## src/core/drke_params.svh

```systemverilog
// Purpose: Offsets, field positions, reset values and decode steps.
// Assumes: Register offsets are word indices; byte address is index * 4.
// Notes:   Levels are carried as attenuation in quarter-dB units.
`ifndef DRKE_PARAMS_SVH
`define DRKE_PARAMS_SVH

`define DRKE_IDX_COMP_KNEE   12'h443
`define DRKE_IDX_GATE_KNEE   12'h444
`define DRKE_IDX_EQ_GAINS1   12'h480
`define DRKE_IDX_EQ_GAINS2   12'h481
`define DRKE_IDX_B1_COEFF_A  12'h482
`define DRKE_IDX_B1_COEFF_B  12'h483
`define DRKE_IDX_B1_COEFF_PG 12'h484
`define DRKE_IDX_B2_COEFF_A  12'h485
`define DRKE_IDX_B1_COEFF_C  12'h494
`define DRKE_IDX_DRC_CTRL    12'h4a0

`define DRKE_KNEE_IP_LSB     5
`define DRKE_KNEE_OP_LSB     0
`define DRKE_KNEE2_IP_LSB    5
`define DRKE_KNEE2_OP_LSB    0
`define DRKE_B1_GAIN_LSB     11
`define DRKE_B2_GAIN_LSB     6
`define DRKE_B3_GAIN_LSB     1
`define DRKE_B4_GAIN_LSB     11
`define DRKE_B5_GAIN_LSB     6
`define DRKE_EQ_ENA_BIT      0
`define DRKE_EQ_MODE_BIT     0
`define DRKE_NG_ENA_BIT      0
`define DRKE_KNEE2_OP_EN_BIT 1

`define DRKE_MASK_COMP_KNEE  16'h07ff
`define DRKE_MASK_GATE_KNEE  16'h03ff
`define DRKE_MASK_EQ_GAINS1  16'hffff
`define DRKE_MASK_EQ_GAINS2  16'hffc1
`define DRKE_MASK_DRC_CTRL   16'h0003

`define DRKE_RST_COMP_KNEE   16'h0000
`define DRKE_RST_GATE_KNEE   16'h0000
`define DRKE_RST_EQ_GAINS1   16'h6318
`define DRKE_RST_EQ_GAINS2   16'h6300
`define DRKE_RST_B1_COEFF_A  16'h0fca
`define DRKE_RST_B1_COEFF_B  16'h0400
`define DRKE_RST_B1_COEFF_PG 16'h00d8
`define DRKE_RST_B2_COEFF_A  16'h1eb5
`define DRKE_RST_B1_COEFF_C  16'h0000
`define DRKE_RST_DRC_CTRL    16'h0000

`define DRKE_KNEE_IP_MAX     6'h3c
`define DRKE_KNEE_OP_MAX     5'h1e
`define DRKE_COMP_STEP_QDB   9'd3
`define DRKE_GATE_STEP_QDB   9'd6
`define DRKE_GATE_IN_BASE    9'd144
`define DRKE_GATE_OUT_BASE   9'd120
`define DRKE_GAIN_ZERO_CODE  6'sd12
`define DRKE_GAIN_MAX_CODE   5'h18

`endif

```

## src/core/drke_pkg.sv

```systemverilog
// Purpose: Types shared by the knee and equaliser configuration block.
// Assumes: Constants live in drke_params.svh.
// Notes:   Attenuation is unsigned quarter-dB below 0dB.
package drke_pkg;
  typedef enum logic {DRKE_SHELVING, DRKE_PEAKING} drke_shape_e;
  typedef logic [15:0]        drke_word_t;
  typedef logic [8:0]         drke_qdb_t;
  typedef logic signed [5:0]  drke_gain_t;
endpackage

```

## src/core/drke_lvl_if.sv

```systemverilog
// Purpose: Raw level fields out to the decoder and decoded values back.
// Assumes: One clock domain; purely combinational carrier.
// Notes:   Five gain lanes, band one first.
`timescale 1ns/1ns
interface drke_lvl_if;
  logic [5:0]          comp_in_code;
  logic [4:0]          comp_out_code;
  logic [4:0]          gate_in_code;
  logic [4:0]          gate_out_code;
  logic [4:0]          gain_code [5];
  drke_pkg::drke_qdb_t comp_in_qdb;
  drke_pkg::drke_qdb_t comp_out_qdb;
  drke_pkg::drke_qdb_t gate_in_qdb;
  drke_pkg::drke_qdb_t gate_out_qdb;
  logic                comp_in_rsvd;
  logic                comp_out_rsvd;
  drke_pkg::drke_gain_t gain_db [5];
  modport regs (output comp_in_code, comp_out_code, gate_in_code,
                gate_out_code, gain_code,
                input comp_in_qdb, comp_out_qdb, gate_in_qdb,
                gate_out_qdb, comp_in_rsvd, comp_out_rsvd, gain_db);
  modport dec (input comp_in_code, comp_out_code, gate_in_code,
               gate_out_code, gain_code,
               output comp_in_qdb, comp_out_qdb, gate_in_qdb,
               gate_out_qdb, comp_in_rsvd, comp_out_rsvd, gain_db);
endinterface

```

## src/core/drke_level_decode.sv

```systemverilog
// Purpose: Turns knee and gain codes into quarter-dB and whole-dB values.
// Assumes: Codes come straight from the register file.
// Notes:   Reserved codes flag and saturate at the last legal level.
`timescale 1ns/1ns
`include "drke_params.svh"
module drke_level_decode (
  drke_lvl_if.dec lvl
);
  logic [5:0] comp_in_sat;
  logic [4:0] comp_out_sat;

  assign lvl.comp_in_rsvd  = lvl.comp_in_code > `DRKE_KNEE_IP_MAX;
  assign lvl.comp_out_rsvd = lvl.comp_out_code > `DRKE_KNEE_OP_MAX;
  assign comp_in_sat  = lvl.comp_in_rsvd ? `DRKE_KNEE_IP_MAX
                                         : lvl.comp_in_code;
  assign comp_out_sat = lvl.comp_out_rsvd ? `DRKE_KNEE_OP_MAX
                                          : lvl.comp_out_code;
  assign lvl.comp_in_qdb  = {3'h0, comp_in_sat} * `DRKE_COMP_STEP_QDB;
  assign lvl.comp_out_qdb = {4'h0, comp_out_sat}
                            * `DRKE_COMP_STEP_QDB;
  assign lvl.gate_in_qdb  = `DRKE_GATE_IN_BASE
                            + {4'h0, lvl.gate_in_code}
                            * `DRKE_GATE_STEP_QDB;
  assign lvl.gate_out_qdb = `DRKE_GATE_OUT_BASE
                            + {4'h0, lvl.gate_out_code}
                            * `DRKE_GATE_STEP_QDB;

  // Codes past +12dB are clamped rather than wrapped.
  for (genvar b = 0; b < 5; b++) begin : g_gain
    logic [4:0] code_sat;
    assign code_sat = (lvl.gain_code[b] > `DRKE_GAIN_MAX_CODE)
                      ? `DRKE_GAIN_MAX_CODE : lvl.gain_code[b];
    assign lvl.gain_db[b] = $signed({1'b0, code_sat})
                            - `DRKE_GAIN_ZERO_CODE;
  end
endmodule // drke_level_decode

```

## src/core/drke_regs.sv

```systemverilog
// Purpose: Knee-point and playback equaliser configuration behind APB.
// Assumes: APB3 master; byte address is the register index times four.
// Notes:   One wait state on every access; decoded levels are registered.
//
// What this block does
// - Knee input: 0dB down 0.75dB per code to -45dB; higher codes reserved.
// - Compressor knee output: 0dB down 0.75dB per code; 11111 reserved.
// - Gate knee input: -36dB down 1.5dB per code to -82.5dB.
// - Gate knee input level takes effect only while noise gate enabled.
// - Gate knee output: -30dB down 1.5dB per code to -76.5dB.
// - Gate knee output level takes effect only while its enable is set.
// - Five 5-bit band gains, -12dB to +12dB in 1dB, reset 01100.
// - Equaliser in playback path when enable set, bypassed when clear.
// - Band one A, B, PG and band two A coefficients with reset values.
// - Band one coefficient C, 16 bits, resets to zero.
`timescale 1ns/1ns
`include "drke_params.svh"
module drke_regs #(
  parameter int ADDR_W   = 16,
  parameter int SAMPLE_W = 24
) (
  input  wire logic                  sys_clk,
  input  wire logic                  rst,
  input  wire logic                  psel,
  input  wire logic                  penable,
  input  wire logic                  pwrite,
  input  wire logic [ADDR_W-1:0]     paddr,
  input  wire logic [31:0]           pwdata,
  output logic      [31:0]           prdata,
  output logic                       pready,
  output logic                       pslverr,
  input  wire logic [SAMPLE_W-1:0]   playback_in,
  input  wire logic [SAMPLE_W-1:0]   eq_return,
  output logic      [SAMPLE_W-1:0]   playback_out,
  output logic                       playback_eq_enable,
  output drke_pkg::drke_shape_e      band_one_shape_select,
  output logic      [29:0]           eq_band_gain_db,
  output logic      [15:0]           band_one_coeff_a,
  output logic      [15:0]           band_one_coeff_b,
  output logic      [15:0]           band_one_coeff_pg,
  output logic      [15:0]           band_one_coeff_c,
  output logic      [15:0]           band_two_coeff_a,
  output logic      [8:0]            comp_knee_in_atten,
  output logic      [8:0]            comp_knee_out_atten,
  output logic                       comp_knee_in_reserved,
  output logic                       comp_knee_out_reserved,
  output logic      [8:0]            gate_knee_in_atten,
  output logic      [8:0]            gate_knee_out_atten,
  output logic                       gate_knee_in_active,
  output logic                       gate_knee_out_active
);
  localparam int NCOEF = 5;

  drke_pkg::drke_word_t comp_knee;
  drke_pkg::drke_word_t gate_knee;
  drke_pkg::drke_word_t eq_gains1;
  drke_pkg::drke_word_t eq_gains2;
  drke_pkg::drke_word_t drc_ctrl;
  drke_pkg::drke_word_t coeff_mem [NCOEF];
  // Reset loads come from constants so the async reset branch stays static.
  localparam drke_pkg::drke_word_t COEFF_RST [NCOEF] = '{
    `DRKE_RST_B1_COEFF_A, `DRKE_RST_B1_COEFF_B, `DRKE_RST_B1_COEFF_PG,
    `DRKE_RST_B2_COEFF_A, `DRKE_RST_B1_COEFF_C
  };

  drke_lvl_if lvl ();

  // Bus decode.
  logic [ADDR_W-3:0]    word_idx;
  logic                 aligned;
  logic                 hit_comp;
  logic                 hit_gate;
  logic                 hit_gains1;
  logic                 hit_gains2;
  logic                 hit_ctrl;
  logic                 hit_coeff;
  logic [2:0]           coeff_sel;
  logic                 mapped;
  logic                 set_ready;
  logic                 access_done;
  logic                 wr_en;
  drke_pkg::drke_word_t wdata16;
  drke_pkg::drke_word_t rd_word;
  logic [31:0]          next_prdata;
  logic                 next_pslverr;

  assign word_idx   = paddr[ADDR_W-1:2];
  assign aligned    = paddr[1:0] == 2'b00;
  assign hit_comp   = aligned && word_idx == `DRKE_IDX_COMP_KNEE;
  assign hit_gate   = aligned && word_idx == `DRKE_IDX_GATE_KNEE;
  assign hit_gains1 = aligned && word_idx == `DRKE_IDX_EQ_GAINS1;
  assign hit_gains2 = aligned && word_idx == `DRKE_IDX_EQ_GAINS2;
  assign hit_ctrl   = aligned && word_idx == `DRKE_IDX_DRC_CTRL;

  // Coefficient slots map onto the storage array by index.
  always_comb begin
    coeff_sel = 3'd0;
    hit_coeff = 1'b0;
    if (!aligned) begin
      hit_coeff = 1'b0;
    end else if (word_idx == `DRKE_IDX_B1_COEFF_A) begin
      coeff_sel = 3'd0;
      hit_coeff = 1'b1;
    end else if (word_idx == `DRKE_IDX_B1_COEFF_B) begin
      coeff_sel = 3'd1;
      hit_coeff = 1'b1;
    end else if (word_idx == `DRKE_IDX_B1_COEFF_PG) begin
      coeff_sel = 3'd2;
      hit_coeff = 1'b1;
    end else if (word_idx == `DRKE_IDX_B2_COEFF_A) begin
      coeff_sel = 3'd3;
      hit_coeff = 1'b1;
    end else if (word_idx == `DRKE_IDX_B1_COEFF_C) begin
      coeff_sel = 3'd4;
      hit_coeff = 1'b1;
    end
  end

  assign mapped = hit_comp | hit_gate | hit_gains1 | hit_gains2
                | hit_ctrl | hit_coeff;

  // The answer comes one cycle into the access phase.
  assign set_ready   = psel & penable & ~pready;
  assign access_done = psel & penable & pready;
  assign wr_en       = access_done & pwrite & mapped;
  assign wdata16     = pwdata[15:0];

  always_comb begin
    rd_word = 16'h0000;
    if (hit_comp) begin
      rd_word = comp_knee;
    end else if (hit_gate) begin
      rd_word = gate_knee;
    end else if (hit_gains1) begin
      rd_word = eq_gains1;
    end else if (hit_gains2) begin
      rd_word = eq_gains2;
    end else if (hit_ctrl) begin
      rd_word = drc_ctrl;
    end else if (hit_coeff) begin
      rd_word = coeff_mem[coeff_sel];
    end
  end

  assign next_prdata  = (!pwrite && mapped) ? {16'h0000, rd_word}
                                            : 32'h0000_0000;
  assign next_pslverr = ~mapped;

  always_ff @(posedge sys_clk or posedge rst) begin
    if (rst) begin
      pready <= 1'b0;
    end else begin
      pready <= set_ready;
    end
  end

  always_ff @(posedge sys_clk or posedge rst) begin
    if (rst) begin
      prdata  <= 32'h0000_0000;
      pslverr <= 1'b0;
    end else if (set_ready) begin
      prdata  <= next_prdata;
      pslverr <= next_pslverr;
    end
  end

  // Register file; bits without a field are masked so they read zero.
  always_ff @(posedge sys_clk or posedge rst) begin
    if (rst) begin
      comp_knee <= `DRKE_RST_COMP_KNEE;
    end else if (wr_en && hit_comp) begin
      comp_knee <= wdata16 & `DRKE_MASK_COMP_KNEE;
    end
  end

  always_ff @(posedge sys_clk or posedge rst) begin
    if (rst) begin
      gate_knee <= `DRKE_RST_GATE_KNEE;
    end else if (wr_en && hit_gate) begin
      gate_knee <= wdata16 & `DRKE_MASK_GATE_KNEE;
    end
  end

  always_ff @(posedge sys_clk or posedge rst) begin
    if (rst) begin
      eq_gains1 <= `DRKE_RST_EQ_GAINS1;
    end else if (wr_en && hit_gains1) begin
      eq_gains1 <= wdata16 & `DRKE_MASK_EQ_GAINS1;
    end
  end

  always_ff @(posedge sys_clk or posedge rst) begin
    if (rst) begin
      eq_gains2 <= `DRKE_RST_EQ_GAINS2;
    end else if (wr_en && hit_gains2) begin
      eq_gains2 <= wdata16 & `DRKE_MASK_EQ_GAINS2;
    end
  end

  always_ff @(posedge sys_clk or posedge rst) begin
    if (rst) begin
      drc_ctrl <= `DRKE_RST_DRC_CTRL;
    end else if (wr_en && hit_ctrl) begin
      drc_ctrl <= wdata16 & `DRKE_MASK_DRC_CTRL;
    end
  end

  for (genvar c = 0; c < NCOEF; c++) begin : g_coeff
    always_ff @(posedge sys_clk or posedge rst) begin
      if (rst) begin
        coeff_mem[c] <= COEFF_RST[c];
      end else if (wr_en && hit_coeff && coeff_sel == 3'(c)) begin
        coeff_mem[c] <= wdata16;
      end
    end
  end

  assign band_one_coeff_a  = coeff_mem[0];
  assign band_one_coeff_b  = coeff_mem[1];
  assign band_one_coeff_pg = coeff_mem[2];
  assign band_two_coeff_a  = coeff_mem[3];
  assign band_one_coeff_c  = coeff_mem[4];

  // Level fields out to the decoder.
  assign lvl.comp_in_code  = comp_knee[`DRKE_KNEE_IP_LSB +: 6];
  assign lvl.comp_out_code = comp_knee[`DRKE_KNEE_OP_LSB +: 5];
  assign lvl.gate_in_code  = gate_knee[`DRKE_KNEE2_IP_LSB +: 5];
  assign lvl.gate_out_code = gate_knee[`DRKE_KNEE2_OP_LSB +: 5];
  assign lvl.gain_code[0]  = eq_gains1[`DRKE_B1_GAIN_LSB +: 5];
  assign lvl.gain_code[1]  = eq_gains1[`DRKE_B2_GAIN_LSB +: 5];
  assign lvl.gain_code[2]  = eq_gains1[`DRKE_B3_GAIN_LSB +: 5];
  assign lvl.gain_code[3]  = eq_gains2[`DRKE_B4_GAIN_LSB +: 5];
  assign lvl.gain_code[4]  = eq_gains2[`DRKE_B5_GAIN_LSB +: 5];

  drke_level_decode u_decode (
    .lvl (lvl.dec)
  );

  // Decoded and gated values, registered before leaving the block.
  logic                  noise_gate_enable;
  logic                  gate_knee_output_enable;
  logic                  eq_on;
  drke_pkg::drke_shape_e next_shape;
  logic [8:0]            next_gate_in;
  logic [8:0]            next_gate_out;
  logic [29:0]           next_gain_db;
  logic [SAMPLE_W-1:0]   next_playback;

  assign noise_gate_enable       = drc_ctrl[`DRKE_NG_ENA_BIT];
  assign gate_knee_output_enable = drc_ctrl[`DRKE_KNEE2_OP_EN_BIT];
  assign eq_on = eq_gains1[`DRKE_EQ_ENA_BIT];
  assign next_shape = eq_gains2[`DRKE_EQ_MODE_BIT]
                      ? drke_pkg::DRKE_PEAKING
                      : drke_pkg::DRKE_SHELVING;
  assign next_gate_in  = noise_gate_enable ? lvl.gate_in_qdb
                                           : 9'h000;
  assign next_gate_out = gate_knee_output_enable ? lvl.gate_out_qdb
                                                 : 9'h000;
  assign next_playback = eq_on ? eq_return : playback_in;

  for (genvar b = 0; b < 5; b++) begin : g_gain_pack
    assign next_gain_db[6*b +: 6] = lvl.gain_db[b];
  end

  always_ff @(posedge sys_clk or posedge rst) begin
    if (rst) begin
      comp_knee_in_atten     <= 9'h000;
      comp_knee_out_atten    <= 9'h000;
      comp_knee_in_reserved  <= 1'b0;
      comp_knee_out_reserved <= 1'b0;
    end else begin
      comp_knee_in_atten     <= lvl.comp_in_qdb;
      comp_knee_out_atten    <= lvl.comp_out_qdb;
      comp_knee_in_reserved  <= lvl.comp_in_rsvd;
      comp_knee_out_reserved <= lvl.comp_out_rsvd;
    end
  end

  always_ff @(posedge sys_clk or posedge rst) begin
    if (rst) begin
      gate_knee_in_atten   <= 9'h000;
      gate_knee_out_atten  <= 9'h000;
      gate_knee_in_active  <= 1'b0;
      gate_knee_out_active <= 1'b0;
    end else begin
      gate_knee_in_atten   <= next_gate_in;
      gate_knee_out_atten  <= next_gate_out;
      gate_knee_in_active  <= noise_gate_enable;
      gate_knee_out_active <= gate_knee_output_enable;
    end
  end

  always_ff @(posedge sys_clk or posedge rst) begin
    if (rst) begin
      eq_band_gain_db       <= 30'h0000_0000;
      band_one_shape_select <= drke_pkg::DRKE_SHELVING;
      playback_eq_enable    <= 1'b0;
      playback_out          <= '0;
    end else begin
      eq_band_gain_db       <= next_gain_db;
      band_one_shape_select <= next_shape;
      playback_eq_enable    <= eq_on;
      playback_out          <= next_playback;
    end
  end

endmodule // drke_regs

```

## config.mk

```make
export PLATFORM = sky130hd
export DESIGN_NAME = drke_regs
export DESIGN_NICKNAME = d
export VERILOG_FILES = /design/src/core/drke_pkg.sv /design/src/core/drke_lvl_if.sv /design/src/core/drke_level_decode.sv /design/src/core/drke_regs.sv
export VERILOG_INCLUDE_DIRS = /design/src /design/src/core
export SDC_FILE = /design/constraint.sdc
export NUM_CORES = 1
export LEC_CHECK = 0
export BUFFER_PORTS_ARGS = -buffer_cell sky130_fd_sc_hd__buf_2
export CAP_MARGIN = 20
export CORE_MARGIN = 2
export CORE_UTILIZATION = 50
export DETAILED_ROUTE_END_ITERATION = 16
export GPL_TIMING_DRIVEN = 0
export PLACE_DENSITY_LB_ADDON = 0.25
export SKIP_CTS_REPAIR_TIMING = 1
export SLEW_MARGIN = 20
export SYNTH_ARGS = -nofsm -noshare
export SYNTH_HDL_FRONTEND = slang
export SYNTH_HIERARCHICAL = 1
export SYNTH_SLANG_ARGS = --single-unit
```

## constraint.sdc

```tcl
create_clock -name sys_clk -period 10.5 [get_ports sys_clk]
set_clock_uncertainty 0.15 [all_clocks]
set_input_delay 1.05 -clock sys_clk [delete_from_list [all_inputs] [get_ports sys_clk]]
set_output_delay 1.05 -clock sys_clk [all_outputs]
set_load 0.02 [all_outputs]
```

---- Yosys cells after proc, flatten, opt, wreduce, memory -nomap -nowiden ----
Index checks and enable logic that the tools add are counted.
storage, ports and cells
  flip-flop bits (word level) ............. 257
  input bits .............................. 101
  output and inout bits ................... 210
  word-level logic and storage cells ...... 124
operators by class
  add/sub/neg operators ................... 7
  multipliers ............................. 4
  $lt $le $gt $ge ......................... 8
  equality and inequality tests ........... 14
  multiplexer cells ....................... 33
  bitwise operators ....................... 13
  reductions and logical operators ........ 20
operators by type and width
  kind                  count
  $mux 16               9
  $eq 14x11->1 const B  10
  $bmux 16 s3           1
  $gt 5x5->1 const B    6
  $mux 5                6
  $sub 5x4->6 const B   5
  $mux 24               1
  $mul 5x2->7 const B   3
  $mux 3                6
  $mux 9                2
  $logic_and 1x1->1     17
  $add 7x8->9 const A   1
  $add 8x8->9 const A   1
  $mul 6x2->8 const B   1
  $mux 1                7
  $eq 3x2->1 const B    2
  $gt 6x6->1 const B    1
  $mux 6                1
  $and 1x1->1           5
  $or 1x1->1            5
  $ge 4x4->1 const B    1
  $not 3->4             1
  $eq 3x1->1 const B    1
  $eq 3x3->1 const B    1
  4 further kinds       5

---- Longest topological paths before layout ----
Gate-level depths: netlist of the first run.
  depth after elaboration ................. 18
  depth in mapped cells ................... 11
  mapped depth without buffers ............ 11

---- Cells and area by module ----
Netlist of the first run, hierarchy kept.
modules (own cells, without submodules)
  module             times used  cells an instance  area each (um^2)  seq. area each (um^2)
  drke_regs          1           701                10,003.3          6,145.9
  drke_level_decode  1           186                1,391.3           0.0

---- Worst setup path before layout of the first run ----
No wires, ideal clock.
  path type ............................... input to register
  start ................................... input port paddr[6]
  end ..................................... register coeff_mem, in the netlist band_one_coeff_b[1]
  library setup time ...................... 125 ps
  arrival time ............................ 3,071 ps
  required time ........................... 10,225 ps
  setup slack ............................. 7,154 ps
  stages .................................. 6
  path buffers ............................ 1
  cell sequence ........................... or4b_2 nor3_1 nand2_1 nor2_1 buf_2 mux2_2
between the ends
  word-level cells in the longest chain between the ends .. 11
  elaborated cells on any way between the ends .. 36
  those cells by class .................... eq/ne (11); mux (12); bitwise (6); reduce/logical (7)
RTL lines
  item                           line              text
  start, declared                drke_regs.sv:27   input wire logic [ADDR_W-1:0] paddr,
  $eq 14x11->1 (no line)         -
  $mux 1                         drke_regs.sv:113  end else if (word_idx == `DRKE_IDX_B1_COEFF_C) begin
  $mux 1                         drke_regs.sv:110  end else if (word_idx == `DRKE_IDX_B2_COEFF_A) begin
  $mux 1                         drke_regs.sv:107  end else if (word_idx == `DRKE_IDX_B1_COEFF_PG) begin
  $mux 1                         drke_regs.sv:104  end else if (word_idx == `DRKE_IDX_B1_COEFF_B) begin
  $mux 1                         drke_regs.sv:101  end else if (word_idx == `DRKE_IDX_B1_COEFF_A) begin
  $mux 1                         drke_regs.sv:99   if (!aligned) begin
  $or 1x1->1                     drke_regs.sv:120  | hit_ctrl | hit_coeff;
  $and 1x1->1                    drke_regs.sv:125  assign wr_en = access_done & pwrite & mapped;
  $logic_and 1x1->1              drke_regs.sv:212  end else if (wr_en && hit_coeff && coeff_sel == 3'(c)) begin
  $logic_and 1x1->1 (*)          drke_regs.sv:212
  end signal, assigned by index  drke_regs.sv:211  coeff_mem[c] <= COEFF_RST[c];
  end signal, assigned by index  drke_regs.sv:213  coeff_mem[c] <= wdata16;
  end, declared                  drke_regs.sv:59   drke_pkg::drke_word_t coeff_mem [NCOEF];
Every way passes the cells marked *; elsewhere a longest branch is shown, timed or not.
A chain may end at the register's enable or synchronous reset.

---- Worst setup path after layout of the first run ----
  start ................................... input port paddr[6]
  end ..................................... register eq_gains1[6]
between the ends
  word-level cells in the longest chain between the ends .. 10
  elaborated cells on any way between the ends .. 28
  those cells by class .................... eq/ne (10); mux (6); bitwise (6); reduce/logical (6)
RTL lines
  item                    line              text
  $eq 14x11->1 (no line)  -
  $mux 1                  drke_regs.sv:113
  $mux 1                  drke_regs.sv:110
  $mux 1                  drke_regs.sv:107
  $mux 1                  drke_regs.sv:104
  $mux 1                  drke_regs.sv:101
  $mux 1                  drke_regs.sv:99
  $or 1x1->1              drke_regs.sv:120
  $and 1x1->1             drke_regs.sv:125
  $logic_and 1x1->1 (*)   drke_regs.sv:187  end else if (wr_en && hit_gains1) begin
  end signal, assigned    drke_regs.sv:186  eq_gains1 <= `DRKE_RST_EQ_GAINS1;
  end signal, assigned    drke_regs.sv:188  eq_gains1 <= wdata16 & `DRKE_MASK_EQ_GAINS1;
  end, declared           drke_regs.sv:56   drke_pkg::drke_word_t eq_gains1;
Marks and branches as above.

==> results.cfg, run 1 <==
[outcome]
status = finished clean

[floorplan]
ios = 311
die_h_um = 155
floorplan.initialDensity = 0.506
floorplan.die_area_um2 = 24000
fp.dieW_um = 155
core_area_um2 = 22500
row_count = 55

[power_and_ir_drop]
power_frac_seq = 0.465
p_leak_nw = 7.36
vdd.ir_drop.worst_mv = 0.116
p_sw_frac = 0.218
internal_power_mw = 1.60
powerDensity_nw_per_um2 = 143
p_comb_frac = 0.048
power_switching_mw = 0.445
clkPwrFrac = 0.487

[grt]
grt_pass1_vias = 8329
grt_pass1_wl_um = 47600
gr-total-overflow = 0
grt_antenna_before_repair = 2
grt_use_total = 0.257
grt_max_degree = 109

[yosys]
synth_edf_count = 0
syn_inst = 887
mappedNetlistArea_um2 = 11400
async_flop_share = 1.00
synth_cell_types = 76
synth_area_per_cell_um2 = 12.8
synth_flop_cell = dfrtp_1
ys_ff_latch = 244
synth.area.top_cells = dfrtp_1 (47%), mux2_2 (17%), dfstp_2 (7.4%)
synth_top_area_frac = 0.466
yosys.area.top_type = dfrtp_1
ys_seq_area_frac = 0.539
yosys_warnings = 6

[sta]
setup-violations-final = 0
worst_slew_pin_slew_ns = 0.980
hold_violations = 0
maxSlewViolCount = 0
rsz0062_at_grt = no
slew_headroom = 0.340
fin_tns_setup_ns = 0
layout_min_cycle_time_ns = 3.59
fin_crit_sh = 0.342
fmax_mhz = 279

[hold_path]
worstHoldEndpoint = playback_eq_enable$_DFF_PP0_
hold_path_class = reg -> reg
hp-start = eq_gains1[0]$_DFFE_PP0P_
hold_depth = 0

[worst_setup_path]
r2r_cells = 6
reg2reg_slack_ns = 7.40
required_ns = 10.76
startpoint = paddr[6]
crit_type = in -> reg
rr_endpoint = band_one_coeff_b[2]$_DFFE_PP0P_
critPathMaxFanout = 10
endpoint_kind = register
r2r_start = pready$_DFF_PP0_
cp-start-kind = input port
cp.arrival_ns = 3.84

[drt]
drc = 0
finalWirelength_um = 30900
drt_first_pass_iters = 7
post_drt_wl_per_cell_um = 20.3
drtAntennaViolNets = 0
route.vias.total = 8301
drt_iter0_drc = 631
viasPerCell = 5.46

[cells_and_area]
drive_above_1_share = 0.477
num-nets-final = 1348
synthToLayoutAreaGrowth_pct = 24.9
utilization = 0.633
n_fill_cell = 1807

[clocking]
cts.path.max_buffers = 3
clk_pin_slew_ns = 0.06
clkLatencyLatePin_ns = 0.53
cts_buffers = 27
root_buffer = clkbuf_16
h-tree-depth = 1
clkSinkCount = 244
cts_tree = built

[placement]
port_buffers = 275
routabilityCongestion = 0.966
dpl.hpwl_um = 23100

[job]
cap_violations = 0
worst max-delay path by stage:
stage | end | slack [ns] | depth (start not counted)
floorplan | band_one_coeff_a[0]$_DFFE_PP0P_ | 2.65 | 1
global placement | eq_band_gain_db[3]$_DFF_PP0_ | 0.17 | 2
detailed placement | band_one_coeff_b[2]$_DFFE_PP0P_ | 6.46 | 7
CTS | prdata[9]$_DFFE_PP0P_ | 6.94 | 8
global route | prdata[15]$_DFFE_PP0P_ | 6.73 | 10
finish | eq_gains1[6]$_DFFE_PP0P_ | 6.91 | 7
worst max-delay path: stages:
cell and delay (ns):
buf_2 0.11, clkbuf_1 0.21, nor4b_1 0.54, nand4_1 0.44
nor3_2 0.64, buf_2 0.47, mux2_2 0.38
synthesized netlist by cell type (7+ instances only):
cell type and instances:
and2_1 30, mux2i_1 28, clkbuf_1 21, nand2_1 45
a21o_1 7, o21ai_0 20, dfstp_2 32, a31oi_1 7
mux2_2 167, xnor2_1 18, a221oi_1 8, xor2_1 7
inv_1 25, a21oi_1 20, nor2_1 22, nor3_1 12
nand3_1 7, buf_2 12, buf_4 23, ha_1 31
o22ai_1 8, dfrtp_1 212, o211ai_1 10
power by group through the flow:
stage | clock, mW | sequential [mW] | combinational (mW)
after floorplan | 0 | 0.974 | 0.0441
after global placement | 0 | 0.965 | 0.0951
after detailed placement | 0 | 0.965 | 0.0993
after CTS | 1.01 | 0.949 | 0.0996
after global routing | 1.05 | 0.949 | 0.108
final | 0.994 | 0.949 | 0.0990
sequential cells by signal, indices dropped and copies added, names as in the netlist, 2 cells and up:
name / flops
drc_ctrl: 2
band_two_coeff_a: 16
gate_knee_in_atten: 9
band_one_coeff_c: 16
comp_knee_in_atten: 9
gate_knee_out_atten: 9
band_one_coeff_b: 16
eq_gains2: 11
band_one_coeff_a: 16
comp_knee_out_atten: 9
playback_out: 24
eq_band_gain_db: 30
gate_knee: 10
eq_gains1: 16
prdata: 16
band_one_coeff_pg: 16
comp_knee: 11
stage by stage:
stage | power, mW | std cells | setup slack, ns | hold WS, ns | area, um2
final | 2.04 | 1521 | 6.91 | 0.246 | 14200
after CTS | 2.06 | 1517 | 6.94 | 0.247 | 14200
after global routing | 2.11 | 1519 | 6.73 | 0.256 | 14200
after global placement | 1.06 | 1466 | 0.171 | 0.228 | 13200
after floorplan | 1.02 | 906 | 2.65 | 0.202 | 11500
after detailed placement | 1.06 | 1468 | 6.46 | 0.219 | 13300
routing by layer:
layer / track usage / wire (um)
met1: 0.340 / 13100
met2: 0.436 / 15100
met3: 0.0582 / 2310
met4: 0.0520 / 451
met5: 0 / 0
cells by family (layout without fill, tap and decap cells):
kind of cell    Yosys count  in the layout  synth area share
compound gates          126            126            0.0797
xor+xnor                 25             25            0.0192
fa+ha+maj                34             34            0.0393
buf+inv                  86            413            0.0385
flops                   244            244             0.539
mux                     196            196             0.192
other cells               2             24          0.000659
simple gates            174            174            0.0916
placed cells by master, fill, tap and decap left out, drive strengths merged, types with 5 or more instances in the layout:
cell type and count:
nor4 5, nand2 46, mux2i 29, nand4 5, nand2b 6, a31oi 7, a21oi 21, clkbuf 57
clkinv 8, ha 31, a21boi 5, o22ai 8, dfrtp 212, a21o 7, xnor2 18, a221oi 9
a222oi 5, inv 25, conb 21, and2 30, nor3 14, nor2b 6, dfstp 32, o211ai 10
nand3 8, xor2 7, nor2 23, o21ai 21, buf 317, mux2 167, nor4b 7, a2bb2oi 6
final cells by class:
type                    instances  area, um2  area share
clock inverters                14        179      0.0126
clock buffers                  35        776      0.0545
flip-flops and latches        244       6150       0.432
multi-input cells             576       4890       0.343
diodes                          3       7.51    0.000527
inverters                      25        101     0.00712
plain buffers                  61        345      0.0243
well taps                     285        357      0.0251
repair buffers                278       1440       0.101
Note: power is estimated with default switching activity, not from simulation.
==> inputs of run 2 (changes only) <==
- CORE_UTILIZATION: 50 -> 48
- clock period: 10.5 -> 3 ns (I/O delays scaled with it)
==> results.cfg, run 2 (same netlist as run 1, synthesis figures left out) <==
[worst_setup_path]
cp_cell_sequence = buf_2, nor4b_4, nand2_4, or3_1, a21oi_1, clkbuf_1, o211ai_1, a21boi_0
endpoint_kind = register
required_ns = 3.28
worst-path-buf-inv = 2
cpPeakStageDelay_ns = 0.54
path_delay_family = simple AND/OR/NAND/NOR gates
critPathMaxFanout = 10
cp-start-kind = input port
cpMaxStageDelayCell = nor4b_4
crit_type = in -> reg
cp.arrival_ns = 3.21

[outcome]
status = finished clean

[sta]
fin_tns_setup_ns = 0
setup-violations-final = 0
setup_slack_ns = 0.0702
hold_ws_ns = 0.0156
worst_slew_pin_slew_ns = 0.983
fin_crit_sh = 0.977
maxSlewViolCount = 0
hold_violations = 0
rsz0062_at_grt = no
layout_min_cycle_time_ns = 2.93
fmax_mhz = 341
slew_headroom = 0.338

[cells_and_area]
num-nets-final = 1410
regArea_um2 = 6150
utilization = 0.643
final_cell_mix = buf_2 (287), dfrtp_1 (212), mux2_2 (167)
multi_input_area_um2 = 4920
regMostFlops = eq_band_gain_db
largest_reg_flops = 30
synthToLayoutAreaGrowth_pct = 32.0
final_common_cell = buf_2
drive_above_1_share = 0.465
n_fill_cell = 1881
largestRegisters = eq_band_gain_db: 30 flops, playback_out: 24 flops

[drt]
finalWirelength_um = 32200
drt_iter0_drc = 489
route.vias.total = 8591
viasPerCell = 5.32
drtAntennaViolNets = 0
post_drt_wl_per_cell_um = 19.9
drt_first_pass_iters = 5
drc = 0

[placement]
dp_slack_ns = -0.405
port_buffers = 275
dpl.hpwl_um = 23600
routabilityCongestion = 0.928

[power_and_ir_drop]
powerDensity_nw_per_um2 = 495
power_frac_seq = 0.447
p_comb_frac = 0.058
clkPwrFrac = 0.496
vdd.ir_drop.worst_mv = 0.567
power_mw = 7.44
p_leak_nw = 7.69
internal_power_mw = 5.85
power_switching_mw = 1.59
p_sw_frac = 0.214

[floorplan]
fp.dieW_um = 158
floorplan.initialDensity = 0.487
floorplan.die_area_um2 = 25000
row_count = 56
core_area_um2 = 23400
die_h_um = 158
ios = 311

[grt]
grt_max_degree = 37
grt_pass1_vias = 8217
grt_use_total = 0.246
grt_antenna_before_repair = 3
grt_pass1_wl_um = 46800
gr-total-overflow = 0

[job]
cap_violations = 0

[hold_path]
hold_path_class = in -> reg

[clocking]
clk_pin_slew_ns = 0.06
clkSinkCount = 244
clkLatencyLatePin_ns = 0.53
cts_tree = built
cts_buffers = 27
cts.path.max_buffers = 3
h-tree-depth = 1
root_buffer = clkbuf_16
==> run 2: final cells by class <==
class	count	area share
Timing Repair Buffer	340	0.141
Antenna cell	1	0.000166
Clock buffer	36	0.0525
Clock inverter	13	0.0147
Tap cell	319	0.0265
Sequential cell	244	0.409
Inverter	25	0.00649
Buffer	61	0.0231
Multi-Input combinational cell	576	0.327
==> run 2: per-layer routing <==
metal / vias up / routed length (um) / global-route usage
met5: - / 13 / 0
met4: 2 / 489 / 0.0528
met3: 36 / 2330 / 0.0547
met2: 344 / 15800 / 0.414
met1: 4274 / 13600 / 0.326
li1: 3935 / - / -
==> run 2: path summary, 6_finish.rpt <==
path | from | end | slack, ns | cells past startpoint
max reg2reg | gate_knee[0]$_DFFE_PP0P_ | gate_knee_out_atten[7]$_DFF_PP0_ | 0.35 | 10
min in group asynchronous | rst | comp_knee_in_atten[8]$_DFF_PP0_ | 0.28 | 3
max | paddr[1] | prdata[9]$_DFFE_PP0P_ | 0.07 | 8
max in group asynchronous | rst | eq_gains1[13]$_DFFE_PP1P_ | 1.35 | 6
min reg2reg | eq_gains1[0]$_DFFE_PP0P_ | playback_eq_enable$_DFF_PP0_ | 0.23 | 0
min | pwdata[2] | comp_knee[2]$_DFFE_PP0P_ | 0.02 | 2
==> run 2: power groups by stage <==
stage	clock (mW)	sequential [mW]	combinational, mW
floorplan	0	3.41	0.155
global placement	0	3.38	0.334
detailed placement	0	3.38	0.367
CTS	3.75	3.32	0.368
global route	3.90	3.32	0.464
finish	3.69	3.32	0.430
==> run 2: worst register-to-register path, cell delays in order, from the launching register on <==
cell and delay, ns:
dfrtp_1 0.44, ha_1 0.20, inv_1 0.05, fa_1 0.43, xor2_1 0.26, ha_1 0.26, nand2_1 0.10, mux2i_4 0.18
mux2i_1 0.24, a221oi_2 0.08, and2_1 0.16
==> run 2: through the flow <==
| stage | cell area (um2) | cells |
|---|---|---|
| after floorplan | 11500 | 906 |
| after global placement | 13200 | 1500 |
| after global routing | 15000 | 1614 |
| after detailed placement | 13400 | 1508 |
| after CTS | 14400 | 1557 |
| final | 15000 | 1615 |
